--- src/rtl/iswl_consts.vh ---
// Constants for the lower second-stage page walker: entry field positions,
// walk levels, walker states, fault kinds and page kinds.
// Assumes 64-bit paging entries and 64-bit input and output addresses.
`ifndef ISWL_CONSTS_VH
`define ISWL_CONSTS_VH

// Paging entry field positions.
`define ISWL_BIT_READ       0
`define ISWL_BIT_WRITE      1
`define ISWL_BIT_EXEC       2
`define ISWL_BIT_PAGE_SIZE  7
`define ISWL_BIT_ACCESSED   8
`define ISWL_BIT_DIRTY      9
`define ISWL_BIT_SNOOP      11
`define ISWL_ADDR_TOP       51

// Walk levels.
`define ISWL_LVL_LEAF       3'h1
`define ISWL_LVL_DIR        3'h2
`define ISWL_LVL_L3         3'h3
`define ISWL_LVL_L4         3'h4
`define ISWL_LVL_L5         3'h5

// Walker states.
`define ISWL_ST_IDLE        3'h0
`define ISWL_ST_CHECK       3'h1
`define ISWL_ST_READ        3'h2
`define ISWL_ST_UPDATE      3'h3
`define ISWL_ST_RESP        3'h4

// Fault kinds.
`define ISWL_FLT_NONE       2'h0
`define ISWL_FLT_RANGE      2'h1
`define ISWL_FLT_ENTRY      2'h2
`define ISWL_FLT_PERM       2'h3

// Page kinds of a finished translation.
`define ISWL_PG_4K          2'h0
`define ISWL_PG_2M          2'h1
`define ISWL_PG_1G          2'h2

// Reset values.
`define ISWL_RST_ADDR       64'h0000000000000000
`define ISWL_RST_ENTRY      64'h0000000000000000

`endif

--- src/rtl/iswl_walker.v ---
// Lower levels of the second-stage walker: takes a fetched third-level entry,
// walks directory and leaf tables, checks rights, maintains accessed/dirty.
// Assumes memory answers reads with a data strobe and performs atomic OR updates.
// All inputs come from logic on ref_clk.
`include "iswl_consts.vh"

module iswl_walker #(
   parameter HOST_ADDR_WIDTH      = 48,
   parameter MAX_GUEST_ADDR_WIDTH = 48
) (
   input  wire        ref_clk,
   input  wire        sys_rst,
   input  wire        req_valid,
   output reg         req_ready_r,
   input  wire [63:0] req_addr,
   input  wire        req_is_write,
   input  wire        req_is_atomic,
   input  wire        execute_requested,
   input  wire        req_has_pasid,
   input  wire [63:0] level3_dir_pointer_entry,
   input  wire [63:0] level3_entry_addr,
   input  wire        upper_read_ok,
   input  wire        upper_write_ok,
   input  wire        upper_exec_ok,
   input  wire        stage2_execute_enable,
   input  wire        stage2_access_dirty_enable,
   input  wire        snoop_control_capability,
   input  wire        large_1g_supported,
   input  wire        large_2m_supported,
   output reg         mem_rd_req_r,
   output reg  [63:0] mem_rd_addr_r,
   input  wire        mem_rd_valid,
   input  wire [63:0] mem_rd_data,
   output reg         mem_upd_req_r,
   output reg  [63:0] mem_upd_addr_r,
   output reg  [63:0] mem_upd_mask_r,
   input  wire        mem_upd_done,
   output reg         res_valid_r,
   output reg         res_fault_r,
   output reg  [1:0]  res_fault_kind_r,
   output reg  [1:0]  res_page_kind_r,
   output reg  [63:0] res_phys_addr_r
);
   reg  [2:0]  state_r;
   reg  [2:0]  ret_state_r;
   reg  [2:0]  level_r;
   reg  [63:0] addr_r;
   reg  [63:0] entry_r;
   reg  [63:0] entry_addr_r;
   reg         is_write_r;
   reg         is_atomic_r;
   reg         exec_req_r;
   reg         has_pasid_r;
   reg         see_r;
   reg         ade_r;
   reg         rd_acc_r;
   reg         wr_acc_r;
   reg         ex_acc_r;

   wire        present;
   wire        entry_bad;
   wire        is_leaf;

   iswl_entry_check #(
      .HOST_ADDR_WIDTH (HOST_ADDR_WIDTH)
   ) u_check (
      .entry                    (entry_r),
      .level                    (level_r),
      .large_1g_supported       (large_1g_supported),
      .large_2m_supported       (large_2m_supported),
      .snoop_control_capability (snoop_control_capability),
      .present                  (present),
      .entry_bad                (entry_bad),
      .is_leaf                  (is_leaf)
   );

   // Rights accumulated over every entry including the one under check.
   wire        rd_all = rd_acc_r & entry_r[`ISWL_BIT_READ];
   wire        wr_all = wr_acc_r & entry_r[`ISWL_BIT_WRITE];
   wire        ex_all = ex_acc_r & entry_r[`ISWL_BIT_EXEC];

   // Execute rights only count for requests with an address-space id.
   wire        ex_ok  = !has_pasid_r || !see_r || ex_all;
   wire        read_ok  = rd_all && (!exec_req_r || ex_ok);
   wire        write_ok = wr_all;
   wire        atom_ok  = rd_all && wr_all;
   wire        permit   = is_atomic_r ? atom_ok : (is_write_r ? write_ok : read_ok);

   wire        acc_clear = !entry_r[`ISWL_BIT_ACCESSED];
   wire        dirty_clear = !entry_r[`ISWL_BIT_DIRTY];
   wire        need_dirty = (is_write_r || is_atomic_r) && permit && dirty_clear;

   // Update masks only ever OR ones into memory, so flags are never cleared.
   wire [63:0] acc_mask = {54'h0, 1'b0, acc_clear, 8'h00};
   wire [63:0] leaf_mask = {54'h0, need_dirty, acc_clear, 8'h00};

   wire [8:0]  next_index = (level_r == `ISWL_LVL_L3) ? addr_r[29:21] : addr_r[20:12];
   wire [63:0] next_tbl_addr = {12'h000, entry_r[51:12], next_index, 3'h0};

   reg  [63:0] phys_nxt;
   reg  [1:0]  page_kind_nxt;

   always @*
   begin
      phys_nxt      = {12'h000, entry_r[51:12], addr_r[11:0]};
      page_kind_nxt = `ISWL_PG_4K;
      if (level_r == `ISWL_LVL_DIR)
      begin
         phys_nxt      = {12'h000, entry_r[51:21], addr_r[20:0]};
         page_kind_nxt = `ISWL_PG_2M;
      end
      else if (level_r == `ISWL_LVL_L3)
      begin
         phys_nxt      = {12'h000, entry_r[51:30], addr_r[29:0]};
         page_kind_nxt = `ISWL_PG_1G;
      end
   end

   wire        out_of_range = (req_addr >> MAX_GUEST_ADDR_WIDTH) != 64'h0;

   always @(posedge ref_clk)
   begin
      if (sys_rst)
      begin
         state_r          <= `ISWL_ST_IDLE;
         ret_state_r      <= `ISWL_ST_IDLE;
         level_r          <= `ISWL_LVL_L3;
         addr_r           <= `ISWL_RST_ADDR;
         entry_r          <= `ISWL_RST_ENTRY;
         entry_addr_r     <= `ISWL_RST_ADDR;
         is_write_r       <= 1'b0;
         is_atomic_r      <= 1'b0;
         exec_req_r       <= 1'b0;
         has_pasid_r      <= 1'b0;
         see_r            <= 1'b0;
         ade_r            <= 1'b0;
         rd_acc_r         <= 1'b0;
         wr_acc_r         <= 1'b0;
         ex_acc_r         <= 1'b0;
         req_ready_r      <= 1'b1;
         mem_rd_req_r     <= 1'b0;
         mem_rd_addr_r    <= `ISWL_RST_ADDR;
         mem_upd_req_r    <= 1'b0;
         mem_upd_addr_r   <= `ISWL_RST_ADDR;
         mem_upd_mask_r   <= `ISWL_RST_ENTRY;
         res_valid_r      <= 1'b0;
         res_fault_r      <= 1'b0;
         res_fault_kind_r <= `ISWL_FLT_NONE;
         res_page_kind_r  <= `ISWL_PG_4K;
         res_phys_addr_r  <= `ISWL_RST_ADDR;
      end
      else
      begin
         res_valid_r <= 1'b0;
         case (state_r)
            `ISWL_ST_IDLE:
            begin
               if (req_valid)
               begin
                  req_ready_r  <= 1'b0;
                  addr_r       <= req_addr;
                  entry_r      <= level3_dir_pointer_entry;
                  entry_addr_r <= level3_entry_addr;
                  level_r      <= `ISWL_LVL_L3;
                  is_write_r   <= req_is_write;
                  is_atomic_r  <= req_is_atomic;
                  exec_req_r   <= execute_requested;
                  has_pasid_r  <= req_has_pasid;
                  see_r        <= stage2_execute_enable;
                  ade_r        <= stage2_access_dirty_enable;
                  rd_acc_r     <= upper_read_ok;
                  wr_acc_r     <= upper_write_ok;
                  ex_acc_r     <= upper_exec_ok;
                  if (out_of_range)
                  begin
                     // The walk is never started for an address past the guest width.
                     res_fault_kind_r <= `ISWL_FLT_RANGE;
                     state_r          <= `ISWL_ST_RESP;
                  end
                  else
                  begin
                     state_r <= `ISWL_ST_CHECK;
                  end
               end
            end
            `ISWL_ST_CHECK:
            begin
               if (entry_bad)
               begin
                  // No further reads or updates once an entry fails.
                  res_fault_kind_r <= `ISWL_FLT_ENTRY;
                  state_r          <= `ISWL_ST_RESP;
               end
               else if (is_leaf)
               begin
                  res_phys_addr_r  <= phys_nxt;
                  res_page_kind_r  <= page_kind_nxt;
                  res_fault_kind_r <= permit ? `ISWL_FLT_NONE : `ISWL_FLT_PERM;
                  // Accessed is set even when rights deny the access; dirty only on success.
                  if (ade_r && (acc_clear || need_dirty))
                  begin
                     mem_upd_req_r  <= 1'b1;
                     mem_upd_addr_r <= entry_addr_r;
                     mem_upd_mask_r <= leaf_mask;
                     ret_state_r    <= `ISWL_ST_RESP;
                     state_r        <= `ISWL_ST_UPDATE;
                  end
                  else
                  begin
                     state_r <= `ISWL_ST_RESP;
                  end
               end
               else
               begin
                  rd_acc_r      <= rd_all;
                  wr_acc_r      <= wr_all;
                  ex_acc_r      <= ex_all;
                  mem_rd_addr_r <= next_tbl_addr;
                  if (ade_r && acc_clear)
                  begin
                     mem_upd_req_r  <= 1'b1;
                     mem_upd_addr_r <= entry_addr_r;
                     mem_upd_mask_r <= acc_mask;
                     ret_state_r    <= `ISWL_ST_READ;
                     state_r        <= `ISWL_ST_UPDATE;
                  end
                  else
                  begin
                     mem_rd_req_r <= 1'b1;
                     state_r      <= `ISWL_ST_READ;
                  end
               end
            end
            `ISWL_ST_UPDATE:
            begin
               if (mem_upd_done)
               begin
                  mem_upd_req_r <= 1'b0;
                  mem_rd_req_r  <= (ret_state_r == `ISWL_ST_READ);
                  state_r       <= ret_state_r;
               end
            end
            `ISWL_ST_READ:
            begin
               // The read request may be raised on entry here after an update.
               mem_rd_req_r <= 1'b1;
               if (mem_rd_valid && mem_rd_req_r)
               begin
                  mem_rd_req_r <= 1'b0;
                  entry_r      <= mem_rd_data;
                  entry_addr_r <= mem_rd_addr_r;
                  level_r      <= level_r - 3'h1;
                  state_r      <= `ISWL_ST_CHECK;
               end
            end
            `ISWL_ST_RESP:
            begin
               res_valid_r <= 1'b1;
               res_fault_r <= (res_fault_kind_r != `ISWL_FLT_NONE);
               req_ready_r <= 1'b1;
               state_r     <= `ISWL_ST_IDLE;
            end
            default:
            begin
               state_r <= `ISWL_ST_IDLE;
            end
         endcase
      end
   end
endmodule

--- src/rtl/iswl_entry_check.v ---
// Combinational check of one second-stage paging entry: presence,
// reserved-bit violations for its level, and whether it maps a page.
// Assumes the caller supplies the entry and its walk level in the same cycle.
`include "iswl_consts.vh"

module iswl_entry_check #(
   parameter HOST_ADDR_WIDTH = 48
) (
   input  wire [63:0] entry,
   input  wire [2:0]  level,
   input  wire        large_1g_supported,
   input  wire        large_2m_supported,
   input  wire        snoop_control_capability,
   output wire        present,
   output wire        entry_bad,
   output wire        is_leaf
);
   wire [63:0] hi_mask;
   wire        ps;
   wire        snoop_bit;
   wire        upper_lvl;
   wire        mid_lvl;
   wire        non_leaf;
   wire        rsvd;

   genvar i;
   generate
      for (i = 0; i < 64; i = i + 1)
      begin : g_mask
         assign hi_mask[i] = (i >= HOST_ADDR_WIDTH) && (i <= `ISWL_ADDR_TOP);
      end
   endgenerate

   assign ps        = entry[`ISWL_BIT_PAGE_SIZE];
   assign snoop_bit       = entry[`ISWL_BIT_SNOOP];
   assign present   = entry[`ISWL_BIT_READ] | entry[`ISWL_BIT_WRITE];
   assign upper_lvl = (level == `ISWL_LVL_L5) || (level == `ISWL_LVL_L4);
   assign mid_lvl   = (level == `ISWL_LVL_L3) || (level == `ISWL_LVL_DIR);
   assign non_leaf  = upper_lvl || (mid_lvl && !ps);

   assign rsvd = present &&
                 ((|(entry & hi_mask)) ||
                  (upper_lvl && ps) ||
                  ((level == `ISWL_LVL_L3) && !large_1g_supported && ps) ||
                  ((level == `ISWL_LVL_DIR) && !large_2m_supported && ps) ||
                  ((level == `ISWL_LVL_L3) && ps && (|entry[29:12])) ||
                  ((level == `ISWL_LVL_DIR) && ps && (|entry[20:12])) ||
                  (non_leaf && snoop_bit) ||
                  ((level == `ISWL_LVL_LEAF) && !snoop_control_capability && snoop_bit));

   // A non-present or reserved-violating entry is never followed.
   assign entry_bad = !present || rsvd;
   assign is_leaf   = (level == `ISWL_LVL_LEAF) || (mid_lvl && ps);
endmodule

--- config.mk ---
export PLATFORM = sky130hd
export DESIGN_NAME = iswl_walker
export DESIGN_NICKNAME = d
export VERILOG_FILES = /design/src/rtl/iswl_walker.v /design/src/rtl/iswl_entry_check.v
export VERILOG_INCLUDE_DIRS = /design/src /design/src/rtl
export SDC_FILE = /design/constraint.sdc
export NUM_CORES = 1
export LEC_CHECK = 0
export BUFFER_PORTS_ARGS = -buffer_cell sky130_fd_sc_hd__clkbuf_2
export CAP_MARGIN = 25
export CORE_AREA = 2 2 210 212
export DETAILED_ROUTE_END_ITERATION = 10
export DIE_AREA = 0 0 212 214
export PLACE_DENSITY = 0.66
export REMOVE_ABC_BUFFERS = 1
export SLEW_MARGIN = 40
export SYNTH_ARGS = -nofsm -noshare
export SYNTH_HDL_FRONTEND = slang
export SYNTH_HIERARCHICAL = 1
export SYNTH_SLANG_ARGS = --single-unit
--- constraint.sdc ---
create_clock -name ref_clk -period 3.25 [get_ports ref_clk]
set_clock_uncertainty 0.1 [all_clocks]
set_input_delay 0.4875 -clock ref_clk [delete_from_list [all_inputs] [get_ports ref_clk]]
set_output_delay 0.4875 -clock ref_clk [all_outputs]
set_load 0.01 [all_outputs]
# Word-level counts from Yosys, hierarchy flattened
# Index checks and enable logic that the tools add are counted.
# totals
elab_cells	193
regBits	402
output_inout_bits	265
# op_classes
add_sub_neg	1
muxes	67
n_eq_ne	21
n_bitwise	6
n_reduce_logical	72
# op_table
cell	n
$mux W64	8
$pmux W64 S2	1
$mux W52	2
$pmux W52 S2	1
$reduce_bool A64 Y1	1
$mux W30	2
$mux W3	12
$mux W1	24
$logic_and A1 B1 Y1	22
$reduce_or A18 Y1	1
$logic_or A1 B1 Y1	17
$eq A3 B2 Y1 const B	5
$mux W2	7
$ne A2 B2 Y1 const B	7
$pmux W3 S4	1
$reduce_and A3 Y1	4
$reduce_and A4 Y1	3
$reduce_bool A2 Y1	6
$logic_not A1 Y1	10
$pmux W1 S2	5
$reduce_and A5 Y1	2
$eq A3 B3 Y1 const B	3
$mux W9	1
$ne A3 B3 Y1 const B	3
14 further kinds	19

# Depth between registers and ports, before layout
# Gate-level depths: netlist of run 1.
# logic_depth
depth_word	15
depth_mapped	12
mapped_depth_nobuf	8

# Cells and area by module
# Netlist of run 1, hierarchy kept.
# by_module_without_submodules
mod	cells_each	seq_area_each_um2	area_each_um2	instances
iswl_walker	1854	7026.7	16081.7	1
iswl_entry_check	25	0.0	152.6	1

# Worst setup path after synthesis of run 1
# No wires, ideal clock.
# synth_path
path_kind	register to register
from	register entry_r[13]
to	register mem_upd_addr_r[44]
stages_incl_launch_ff	11
slack_ns	0.617
arrival_time_ns	2.389
setup_ns	0.144
required_ns	3.006
synth_period_minus_slack_ns	2.633
cell_sequence	dfxtp_1 or4_1 o41ai_2 o311ai_1 clkbuf_1 nor4b_4 buf_2 buf_2 nor2_1 a41oi_1 o311ai_0
# synth_via
elab_chain_len	10
elab_cells_between_ends	12
# synth_lines
element	line_no	rtl
from (decl)	iswl_walker.v:48	reg [63:0] entry_r;
from (signal assigned)	iswl_walker.v:129	entry_r <= `ISWL_RST_ENTRY;
from (signal assigned)	iswl_walker.v:162	entry_r <= level3_dir_pointer_entry;
from (signal assigned)	iswl_walker.v:250	entry_r <= mem_rd_data;
$reduce_or A18 Y1	iswl_entry_check.v:46	((level == `ISWL_LVL_L3) && ps && (|entry[29:12])) ||
$logic_and A1 B1 Y1	iswl_entry_check.v:46	
$logic_or A1 B1 Y1	iswl_entry_check.v:42	((|(entry & hi_mask)) ||
$logic_or A1 B1 Y1 * (3 in a row)	iswl_entry_check.v:42	
$logic_and A1 B1 Y1 *	iswl_entry_check.v:41	assign rsvd = present &&
$logic_or A1 B1 Y1 *	iswl_entry_check.v:52	assign entry_bad = !present || rsvd;
net entry_bad	iswl_walker.v:61	wire entry_bad;
$not A1 Y1 (no line) *	-	
$reduce_and A4 Y1 (no line) *	-	
to (signal assigned)	iswl_walker.v:144	mem_upd_addr_r <= `ISWL_RST_ADDR;
to (signal assigned)	iswl_walker.v:203	mem_upd_addr_r <= entry_addr_r;
to (signal assigned)	iswl_walker.v:222	mem_upd_addr_r <= entry_addr_r;
to (decl)	iswl_walker.v:35	output reg [63:0] mem_upd_addr_r,
# The timed path passes the listed nets; every way through them passes the cells marked *.
# A chain may end at the register's enable or synchronous reset.

# Worst setup path after layout of run 1
# layout_path
from	register entry_r[49]
to	register mem_upd_addr_r[44]
# layout_via
elab_chain_len	12
# layout_lines
element	line_no
$reduce_or A4 Y1	iswl_entry_check.v:42
$logic_or A1 B1 Y1 (7 in a row)	iswl_entry_check.v:42
$logic_and A1 B1 Y1	iswl_entry_check.v:41
$logic_or A1 B1 Y1	iswl_entry_check.v:52
net entry_bad	iswl_walker.v:61
$not A1 Y1 (no line)	-
$reduce_and A4 Y1 (no line)	-
# The timed path passes the listed nets, and every way through them passes these cells.

==> results of run 1 <==
## final cells by class
type                    count  area [sq um]  share of cell area (%)
well taps                 585           732                    3.83
clock buffers              56          1190                    6.24
clock inverters            11           110                   0.577
multi-input cells        1286          7760                    40.6
repair buffers            447          2590                    13.5
flip-flops and latches    334          6690                    35.0
inverters                   8          32.5                   0.170
## what timing repair did
action,4_1_cts,5_1_grt
hold endpoints to repair,0,0
buffers inserted,0,0
hold buffers,0,0
endpoints found under the setup margin,1,7
gates resized for setup,1,1
## path summary, 6_finish.rpt
path / to / startpoint / slack (ns)
worst max-delay path: mem_upd_addr_r[44]$_SDFFE_PP0P_ / entry_r[49]$_SDFFE_PP0P_ / 0.23
worst min-delay path: addr_r[10]$_SDFFE_PP0P_ / req_addr[10] / 0.06
worst max register to register: mem_upd_addr_r[44]$_SDFFE_PP0P_ / entry_r[49]$_SDFFE_PP0P_ / 0.23
worst min register to register: res_page_kind_r[0]$_SDFFE_PP0P_ / res_page_kind_r[0]$_SDFFE_PP0P_ / 0.35
## worst min-delay path, stage by stage
cell      delay, ns
clkbuf_2       0.08
nand2_1        0.04
a21oi_1        0.05
## sequential cells by signal, indices dropped and copies added, names as in the netlist, 2 cells and up
name,count
mem_upd_addr_r,64
level_r,3
res_phys_addr_r,52
entry_addr_r,64
res_page_kind_r,2
res_fault_kind_r,2
mem_rd_addr_r,49
mem_upd_mask_r,2
ret_state_r,2
entry_r,47
addr_r,30
state_r,3
## cell usage in the layout (no fill, tap or decap), drive strengths merged, types with 3 or more instances in the layout
cell type / count
a31o: 3
nor2b: 9
a21oi: 124
o311ai: 65
nor4: 6
nand3b: 3
and2: 6
buf: 52
nor2: 212
nand2: 242
nand3: 4
o21ai: 8
ha: 3
a22oi: 16
conb: 89
dfxtp: 334
nand4: 66
inv: 8
nand2b: 70
a211oi: 124
a41oi: 66
clkinv: 7
nor3: 8
clkbuf: 451
mux2i: 124
## stage by stage
step | instance area [sq um] | cells | TNS [ns] | total power [uW]
floorplan | 14400 | 1628 | -1165.43 | 4820
global placement | 17800 | 2660 | 0 | 5200
detailed placement | 17800 | 2660 | 0 | 5230
CTS | 19100 | 2727 | 0 | 9700
global route | 19100 | 2727 | 0 | 9950
finish | 19100 | 2727 | 0 | 9590
## power breakdown
| part | switching [uW] | leakage (uW) | internal, uW |
|---|---|---|---|
| combinational | 473 | 0.00423 | 310 |
| clock | 1740 | 0.000645 | 2700 |
| sequential | 123 | 0.00272 | 4240 |
| total | 2340 | 0.00760 | 7250 |
## per-layer routing
layer,vias to the layer above,track usage [%]
li1,6952,-
met1,6809,26.0
met2,462,34.2
met3,79,4.78
met4,0,7.49
met5,-,0
==> impl_metrics.yaml, run 1 <==
outcome:
  outcome: "finished, final reports clean"
routing:
  routed_wl_um: 48400
  post_drt_via_cell_ratio: 5.24
  dr.pass1.iters: 5
  ant_nets: 0
  met2_length_um: 23200
  post_drt_wl_per_cell_um: 17.7
  dr_total_vias: 14300
  post-route-drc-count: 0
  dr.max_layer_used: "met4"
  wl_met1_um: 20600
  route.met3.wl_um: 3280
  drt_iter0_markers: 1147
grt:
  grt_pass1_wl_um: 75200
  grt_pass1_vias: 13700
  grt_max_degree: 101
  antenna_found_initial: 1
  gr-total-overflow: 0
  grt_usage_pct: 20.6
die:
  die_w_um: 212
  chipHeight_um: 214
  rows: 76
  initial_core_util_pct: 36.2
  boundaryPins: 538
  core_area_sq_mm: 0.0429
  die_area_sq_mm: 0.0454
clocking:
  cts_sinks: 334
  cts_max_level: 2
  cts_buffer_depth: 3
  numCtsBuffers: 39
  clkSlewWorstSetupHoldPaths_ns: 0.06
  insertion_delay_ns: 0.55
  cts_root_buf: "clkbuf_16"
  cts_tree: "built"
job:
  drv_cap: 0
placement:
  place_ws_ns: 0.0539
  port_buffers: 396
  dp_hpwl_um: 33600
  place.gp.congestion: 0.810
sta:
  rsz0062_at_grt: "no"
  max_freq_mhz: 332
  fin_ws_ns: 0.234
  period_share_pct: 92.8
  finalMaxSlewViolations: 0
  relSlewSlack_pct: 46.8
  whs_ns: 0.0561
  setup_viol: 0
  tightest_slew_ns: 0.796
  finalWorstPathRequiredPeriod_ns: 3.02
  hold_viol: 0
worst_setup_path:
  critical-path-top-delay-family: "simple AND/OR/NAND/NOR gates"
  critPathKind: "flop to flop"
  crit_top_cell: "buf_4"
  setup.worst_path.end_class: "flop"
  cp_data_arrival_time_ns: 3.30
  path_depth: 11
  worstPathRequired_ns: 3.53
  cpMaxStageDelayCell: "nor4_4"
  path_max_fanout: 58
  worst-path-buf-inv: 3
  path_cells: "nor4_4 -> buf_4 -> nand2_1 -> nor3_1 -> o311ai_2 -> nor4b_4 -> buf_4 -> buf_12 -> nor2_1 -> a41oi_1 -> o311ai_0"
  slowest_delay_ns: 0.36
  r2r_cells: 11
  setup.worst_path.start_class: "flop"
hold_path:
  hp-class: "input pin to flop"
  hold_path_depth: 3
yosys:
  syn-cell-area_sq_mm: 0.0155
  syn_area_per_cell_sq_um: 8.57
  syn_inst: 1810
  synth_warnings: 6
layout:
  final_util_pct: 44.5
  nets: 2392
  area_growth_pct: 23.1
  layout-drive-gt1-share_pct: 25.4
  fillCellCount: 4300
  antenna_cells: 0
power:
  total_leakage_power_uw: 0.00760
  vdd_drop_max_v: 0.000289
  power_density_mw_per_mm2: 502
(Power assumes the default switching activity.)
==> inputs of run 2 (changes only) <==
--- a/config.mk
+++ b/config.mk
@@ -6,12 +6,13 @@
 export SDC_FILE = /design/constraint.sdc
 export NUM_CORES = 1
 export LEC_CHECK = 0
+export ABC_AREA = 1
 export BUFFER_PORTS_ARGS = -buffer_cell sky130_fd_sc_hd__clkbuf_2
 export CAP_MARGIN = 25
-export CORE_AREA = 2 2 210 212
+export CORE_AREA = 2 2 207 209
 export DETAILED_ROUTE_END_ITERATION = 10
-export DIE_AREA = 0 0 212 214
-export PLACE_DENSITY = 0.66
+export DIE_AREA = 0 0 209 211
+export PLACE_DENSITY = 0.63
 export REMOVE_ABC_BUFFERS = 1
 export SLEW_MARGIN = 40
 export SYNTH_ARGS = -nofsm -noshare
==> run 2 against run 1 <==
  * Fmax increased by 12%
  * Power increased by 0.19%
  * Combinational power decreased by 1%
  * Largest power group unchanged
==> impl_metrics.yaml, run 2 <==
routing:
  post_drt_wl_per_cell_um: 16.7
  dr_total_vias: 13300
  dr.pass1.iters: 7
  routed_wl_um: 45400
  drt_iter0_markers: 858
  post_drt_via_cell_ratio: 4.89
  ant_nets: 0
  post-route-drc-count: 0
clocking:
  cts_root_buf: "clkbuf_16"
  cts_tree: "built"
  postCtsHoldBufs: 0
  cts_sinks: 334
  cts_max_level: 2
  clkSlewWorstSetupHoldPaths_ns: 0.06
  numCtsBuffers: 38
  postCtsSetupRepairBufs: 0
  insertion_delay_ns: 0.55
  cts_buffer_depth: 3
  cts_resized: 0
grt:
  grt_pass1_vias: 12400
  grt_usage_pct: 19.9
  grt_max_degree: 102
  antenna_found_initial: 0
  grt_pass1_wl_um: 69700
  gr-total-overflow: 0
power:
  total_leakage_power_uw: 0.00755
  vdd_drop_max_v: 0.000321
  power_density_mw_per_mm2: 559
sta:
  max_freq_mhz: 373
  period_share_pct: 82.6
  rsz0062_at_grt: "no"
  setup_viol: 0
  whs_ns: 0.0621
  hold_viol: 0
  finalWorstPathRequiredPeriod_ns: 2.68
  tightest_slew_ns: 0.811
  finalMaxSlewViolations: 0
  relSlewSlack_pct: 45.9
layout:
  layout.cells.non_filler: 2723
  fillCellCount: 4295
  final_cell_mix: "clkbuf_2, nand2_1, dfxtp_1"
  antenna_cells: 0
  nets: 2430
  final_common_cell: "clkbuf_2"
  layout-drive-gt1-share_pct: 23.3
  area_growth_pct: 24.8
  reg_top3: "entry_addr_r: 64 flops, mem_upd_addr_r: 64 flops, res_phys_addr_r: 52 flops"
worst_setup_path:
  slowest_delay_ns: 0.32
  setup.worst_path.start_class: "flop"
  path_cells: "nor2_1 -> nand3_1 -> nor2_1 -> buf_4 -> nand2_1 -> nand2_1 -> nand3_1 -> inv_1 -> nor2_2 -> a31oi_1 -> nand3_4 -> inv_2 -> buf_12 -> nand2_1 -> a21oi_1"
  crit_top_cell: "nand2_1"
  worst-path-buf-inv: 4
  path_max_fanout: 41
  cpMaxStageDelayCell: "dfxtp_1"
  setup.worst_path.end_class: "flop"
  critPathKind: "flop to flop"
  critical-path-top-delay-family: "simple AND/OR/NAND/NOR gates"
  cp_data_arrival_time_ns: 3.06
  worstPathRequired_ns: 3.63
die:
  boundaryPins: 538
  core_area_sq_mm: 0.0418
  initial_core_util_pct: 33.0
  die_area_sq_mm: 0.0441
  chipHeight_um: 211
  rows: 75
  die_w_um: 209
placement:
  place.gp.congestion: 0.830
  port_buffers: 396
  dp.cells: 2653
  dp_hpwl_um: 31100
yosys:
  syn_area_per_cell_sq_um: 7.53
  syn-cell-area_sq_mm: 0.0138
  syn_inst: 1828
  synth_warnings: 6
job:
  drv_cap: 0
outcome:
  outcome: "finished, final reports clean"
hold_path:
  hp-class: "input pin to flop"
run 2: metrics by stage:
step                util [%]  setup WS (ns)  power, uW  instance area [sq um]  setup TNS (ns)
floorplan                  -          -3.26       4860                  12800         -387.54
global placement        38.0          0.628       5210                  15900               0
detailed placement      38.0          0.574       5230                  15900               0
CTS                     41.1          0.543       9710                  17200               0
global route            41.1          0.325      10000                  17200               0
finish                  41.1          0.566       9600                  17200               0
run 2: power breakdown:
group	switching, uW	internal, uW	leakage [uW]	total, uW
Sequential	101	4270	0.00272	4370
Clock	1730	2730	0.000637	4460
Combinational	490	282	0.00419	772
run 2: layout make-up:
| class | count | area (sq um) | area share, % |
|---|---|---|---|
| clock buffer | 62 | 1180 | 6.90 |
| clock inverter | 8 | 121 | 0.707 |
| inverter | 65 | 251 | 1.46 |
| multi-input combinational | 1285 | 5910 | 34.4 |
| sequential | 334 | 6690 | 38.9 |
| tap | 539 | 674 | 3.93 |
| timing repair buffer | 430 | 2350 | 13.7 |
run 2: worst register-to-register path, delay by kind of cell (launching register included):
kind / cells / cell delay, ns
flops: 1 / 0.32
buf+inv: 4 / 0.70
compound gates: 2 / 0.43
simple gates: 9 / 1.06
run 2: worst paths after layout:
path	from	endpoint	slack, ns	cells past startpoint
max	entry_r[25]$_SDFFE_PP0P_	mem_upd_addr_r[25]$_SDFFE_PP0P_	0.57	15
min reg2reg	addr_r[2]$_SDFFE_PP0P_	addr_r[2]$_SDFFE_PP0P_	0.35	2
min	req_addr[29]	addr_r[29]$_SDFFE_PP0P_	0.06	3
max reg2reg	entry_r[25]$_SDFFE_PP0P_	mem_upd_addr_r[25]$_SDFFE_PP0P_	0.57	15
run 2: routing by layer:
metal | track usage [%] | share of wire (%) | vias up
li1 | - | - | 6596
met1 | 26.0 | 44 | 6147
met2 | 32.3 | 46 | 502
met3 | 4.12 | 7.1 | 72
met4 | 7.83 | 3.0 | 0
met5 | 0 | 0 | -
==> inputs of run 3 (changes only) <==
--- a/config.mk
+++ b/config.mk
@@ -6,13 +6,13 @@
 export SDC_FILE = /design/constraint.sdc
 export NUM_CORES = 1
 export LEC_CHECK = 0
-export ABC_AREA = 1
+export ABC_AREA = 0
 export BUFFER_PORTS_ARGS = -buffer_cell sky130_fd_sc_hd__clkbuf_2
 export CAP_MARGIN = 25
-export CORE_AREA = 2 2 207 209
+export CORE_AREA = 2 2 209 211
 export DETAILED_ROUTE_END_ITERATION = 10
-export DIE_AREA = 0 0 209 211
-export PLACE_DENSITY = 0.63
+export DIE_AREA = 0 0 211 213
+export PLACE_DENSITY = 0.68
 export REMOVE_ABC_BUFFERS = 1
 export SLEW_MARGIN = 40
 export SYNTH_ARGS = -nofsm -noshare
==> constraint.sdc (replaced) <==
create_clock -name ref_clk -period 2.2 [get_ports ref_clk]
set_clock_uncertainty 0.1 [all_clocks]
set_input_delay 0.33 -clock ref_clk [delete_from_list [all_inputs] [get_ports ref_clk]]
set_output_delay 0.33 -clock ref_clk [all_outputs]
set_load 0.01 [all_outputs]
==> run 3 against run 2 <==
  * The run now ends with setup timing left
  * Routed wire length grew 25%
  * Sequential share of layout area is 8.9 points lower
  * Worst setup slack lost 1.3 ns
  * Sequential cell count unchanged
  * Final area is 30% higher
  * Clock-buffer cell count fell by 10
  * Clock power up 64%
  * Non-clock buffer count rose by 216
==> impl_metrics.yaml, run 3 (synthesis gave the netlist of run 1 again) <==
grt:
  grt_pass1_wl_um: 78100
  gr-total-overflow: 0
  grt_pass1_vias: 14200
  antenna_found_initial: 2
  grt_usage_pct: 22.0
  grt_max_degree: 72
layout:
  layout-drive-gt1-share_pct: 34.5
  fillCellCount: 3767
  area_growth_pct: 43.6
  seq_area_sq_mm: 0.00669
  antenna_cells: 0
  multi_input_area_sq_mm: 0.00853
  nets: 2592
  final_common_cell: "clkbuf_2"
  reg_top3: "entry_addr_r: 64 flops, mem_upd_addr_r: 64 flops, res_phys_addr_r: 52 flops"
  final_cell_mix: "clkbuf_2, dfxtp_1, nor2_1"
  final_util_pct: 52.2
worst_setup_path:
  critPathKind: "flop to flop"
  cpMaxStageDelayCell: "or4_4"
  setup.worst_path.start_class: "flop"
  cp_data_arrival_time_ns: 3.23
  worst-path-buf-inv: 4
  setup.worst_path.end_class: "flop"
  slowest_delay_ns: 0.56
  worstPathRequired_ns: 2.48
  path_cells: "or4_4 -> o41ai_4 -> o311ai_4 -> nor4b_4 -> buf_6 -> buf_12 -> buf_12 -> buf_6 -> nor2_1 -> a41oi_1 -> o311ai_1"
  path_max_fanout: 9
  critical-path-top-delay-family: "simple AND/OR/NAND/NOR gates"
placement:
  port_buffers: 396
  place.gp.congestion: 0.841
  place_ws_ns: -0.670
  dp_hpwl_um: 35700
power:
  vdd_drop_max_v: 0.000590
  total_leakage_power_uw: 0.00938
  total_power_uw: 15200
  power_density_mw_per_mm2: 684
sta:
  setup_viol: 181
  max_freq_mhz: 339
  relSlewSlack_pct: 49.3
  whs_ns: 0.0210
  period_share_pct: 134
  hold_viol: 0
  finalMaxSlewViolations: 0
  rsz0062_at_grt: "yes"
  finalWorstPathRequiredPeriod_ns: 2.95
  tightest_slew_ns: 0.758
  fin_ws_ns: -0.748
clocking:
  numCtsBuffers: 39
  cts_sinks: 334
  cts_root_buf: "clkbuf_16"
  cts_tree: "built"
  insertion_delay_ns: 0.56
  clkSlewWorstSetupHoldPaths_ns: 0.06
  cts_buffer_depth: 3
  cts_max_level: 2
job:
  drv_cap: 0
outcome:
  violations: "setup timing"
  outcome: "complete, but fails checks"
die:
  rows: 76
  boundaryPins: 538
  initial_core_util_pct: 36.3
  chipHeight_um: 213
  die_area_sq_mm: 0.0449
  die_w_um: 211
  core_area_sq_mm: 0.0427
routing:
  dr.pass1.iters: 5
  routed_wl_um: 56700
  post_drt_wl_per_cell_um: 19.6
  drt_iter0_markers: 1287
  dr_total_vias: 15700
  post_drt_via_cell_ratio: 5.42
  ant_nets: 0
  post-route-drc-count: 0
hold_path:
  hp-class: "input pin to flop"
==> run 3: cell types whose count changed in the layout (fill, tap and decap cells not counted), sizes merged, moves of 58 or more <==
| cell | previous run | this run |
|---|---|---|
| o21ai | 237 | 8 |
| nand2 | 388 | 242 |
| mux2i | 0 | 124 |
| buf | 35 | 156 |
| a211oi | 9 | 124 |
| a31oi | 108 | 1 |
| nand3 | 103 | 4 |
| dlygate4sd3 | 0 | 82 |
| nand2b | 0 | 70 |
| a41oi | 0 | 66 |
| o311ai | 0 | 65 |
| nand4 | 4 | 66 |
| nor2 | 154 | 212 |
==> run 3: path summary, 6_finish.rpt <==
check / from / endpoint / slack (ns) / depth (start not counted)
worst min-delay path: level3_dir_pointer_entry[35] / entry_r[35]$_SDFFE_PP0P_ / 0.02 / 3
worst max-delay path: entry_r[13]$_SDFFE_PP0P_ / mem_upd_addr_r[27]$_SDFFE_PP0P_ / -0.75 / 11
worst max register to register: entry_r[13]$_SDFFE_PP0P_ / mem_upd_addr_r[27]$_SDFFE_PP0P_ / -0.75 / 11
worst min register to register: res_page_kind_r[0]$_SDFFE_PP0P_ / res_page_kind_r[0]$_SDFFE_PP0P_ / 0.35 / 2
==> run 3: metrics by stage <==
step                instance area [sq um]  setup TNS [ns]  instances
CTS                                 20800          -80.60       2842
detailed placement                  18400          -81.10       2683
finish                              22300          -92.81       2892
global placement                    18400          -69.58       2683
floorplan                           14400        -1498.50       1628
global route                        22300         -104.74       2892
==> run 3: final cells by class <==
class / instances / share of cell area (%)
Multi-Input combinational cell: 1287 / 38.3
Sequential cell: 334 / 30.0
Timing Repair Buffer: 646 / 22.0
Clock buffer: 52 / 5.10
Tap cell: 546 / 3.06
Clock inverter: 19 / 1.40
Inverter: 8 / 0.146
==> run 3: per-layer routing <==
layer / wire length [um] / track usage, % / vias to the layer above
li1: - / - / 7358
met1: 23300 / 27.9 / 7557
met2: 27800 / 37.1 / 661
met3: 4020 / 4.57 / 106
met4: 1570 / 7.55 / 2
met5: 13 / 0 / -
==> run 3: what timing repair did <==
| item | 4_1_cts | 5_1_grt |
|---|---|---|
| hold buffers | 82 | 0 |
| buffers inserted | 4 | 36 |
| gates cloned | 2 | 18 |
| resized for setup | 8 | 263 |
| pin swaps | 2 | 91 |
| setup endpoints to repair | 181 | 201 |
| hold endpoints to repair | 84 | 0 |
==> run 3: report_power, final <==
part / internal [uW] / switching, uW / total (uW)
clock: 4590 / 2720 / 7310
combinational: 650 / 842 / 1490
sequential: 6260 / 179 / 6440
total: 11500 / 3740 / 15200
==> run 3: worst min-delay path: cells and delay by family <==
kind / cells / cell delay (ns)
AOI/OAI and AO/OA: 1 / 0.09
buffers and inverters: 1 / 0.08
muxes: 1 / 0.13
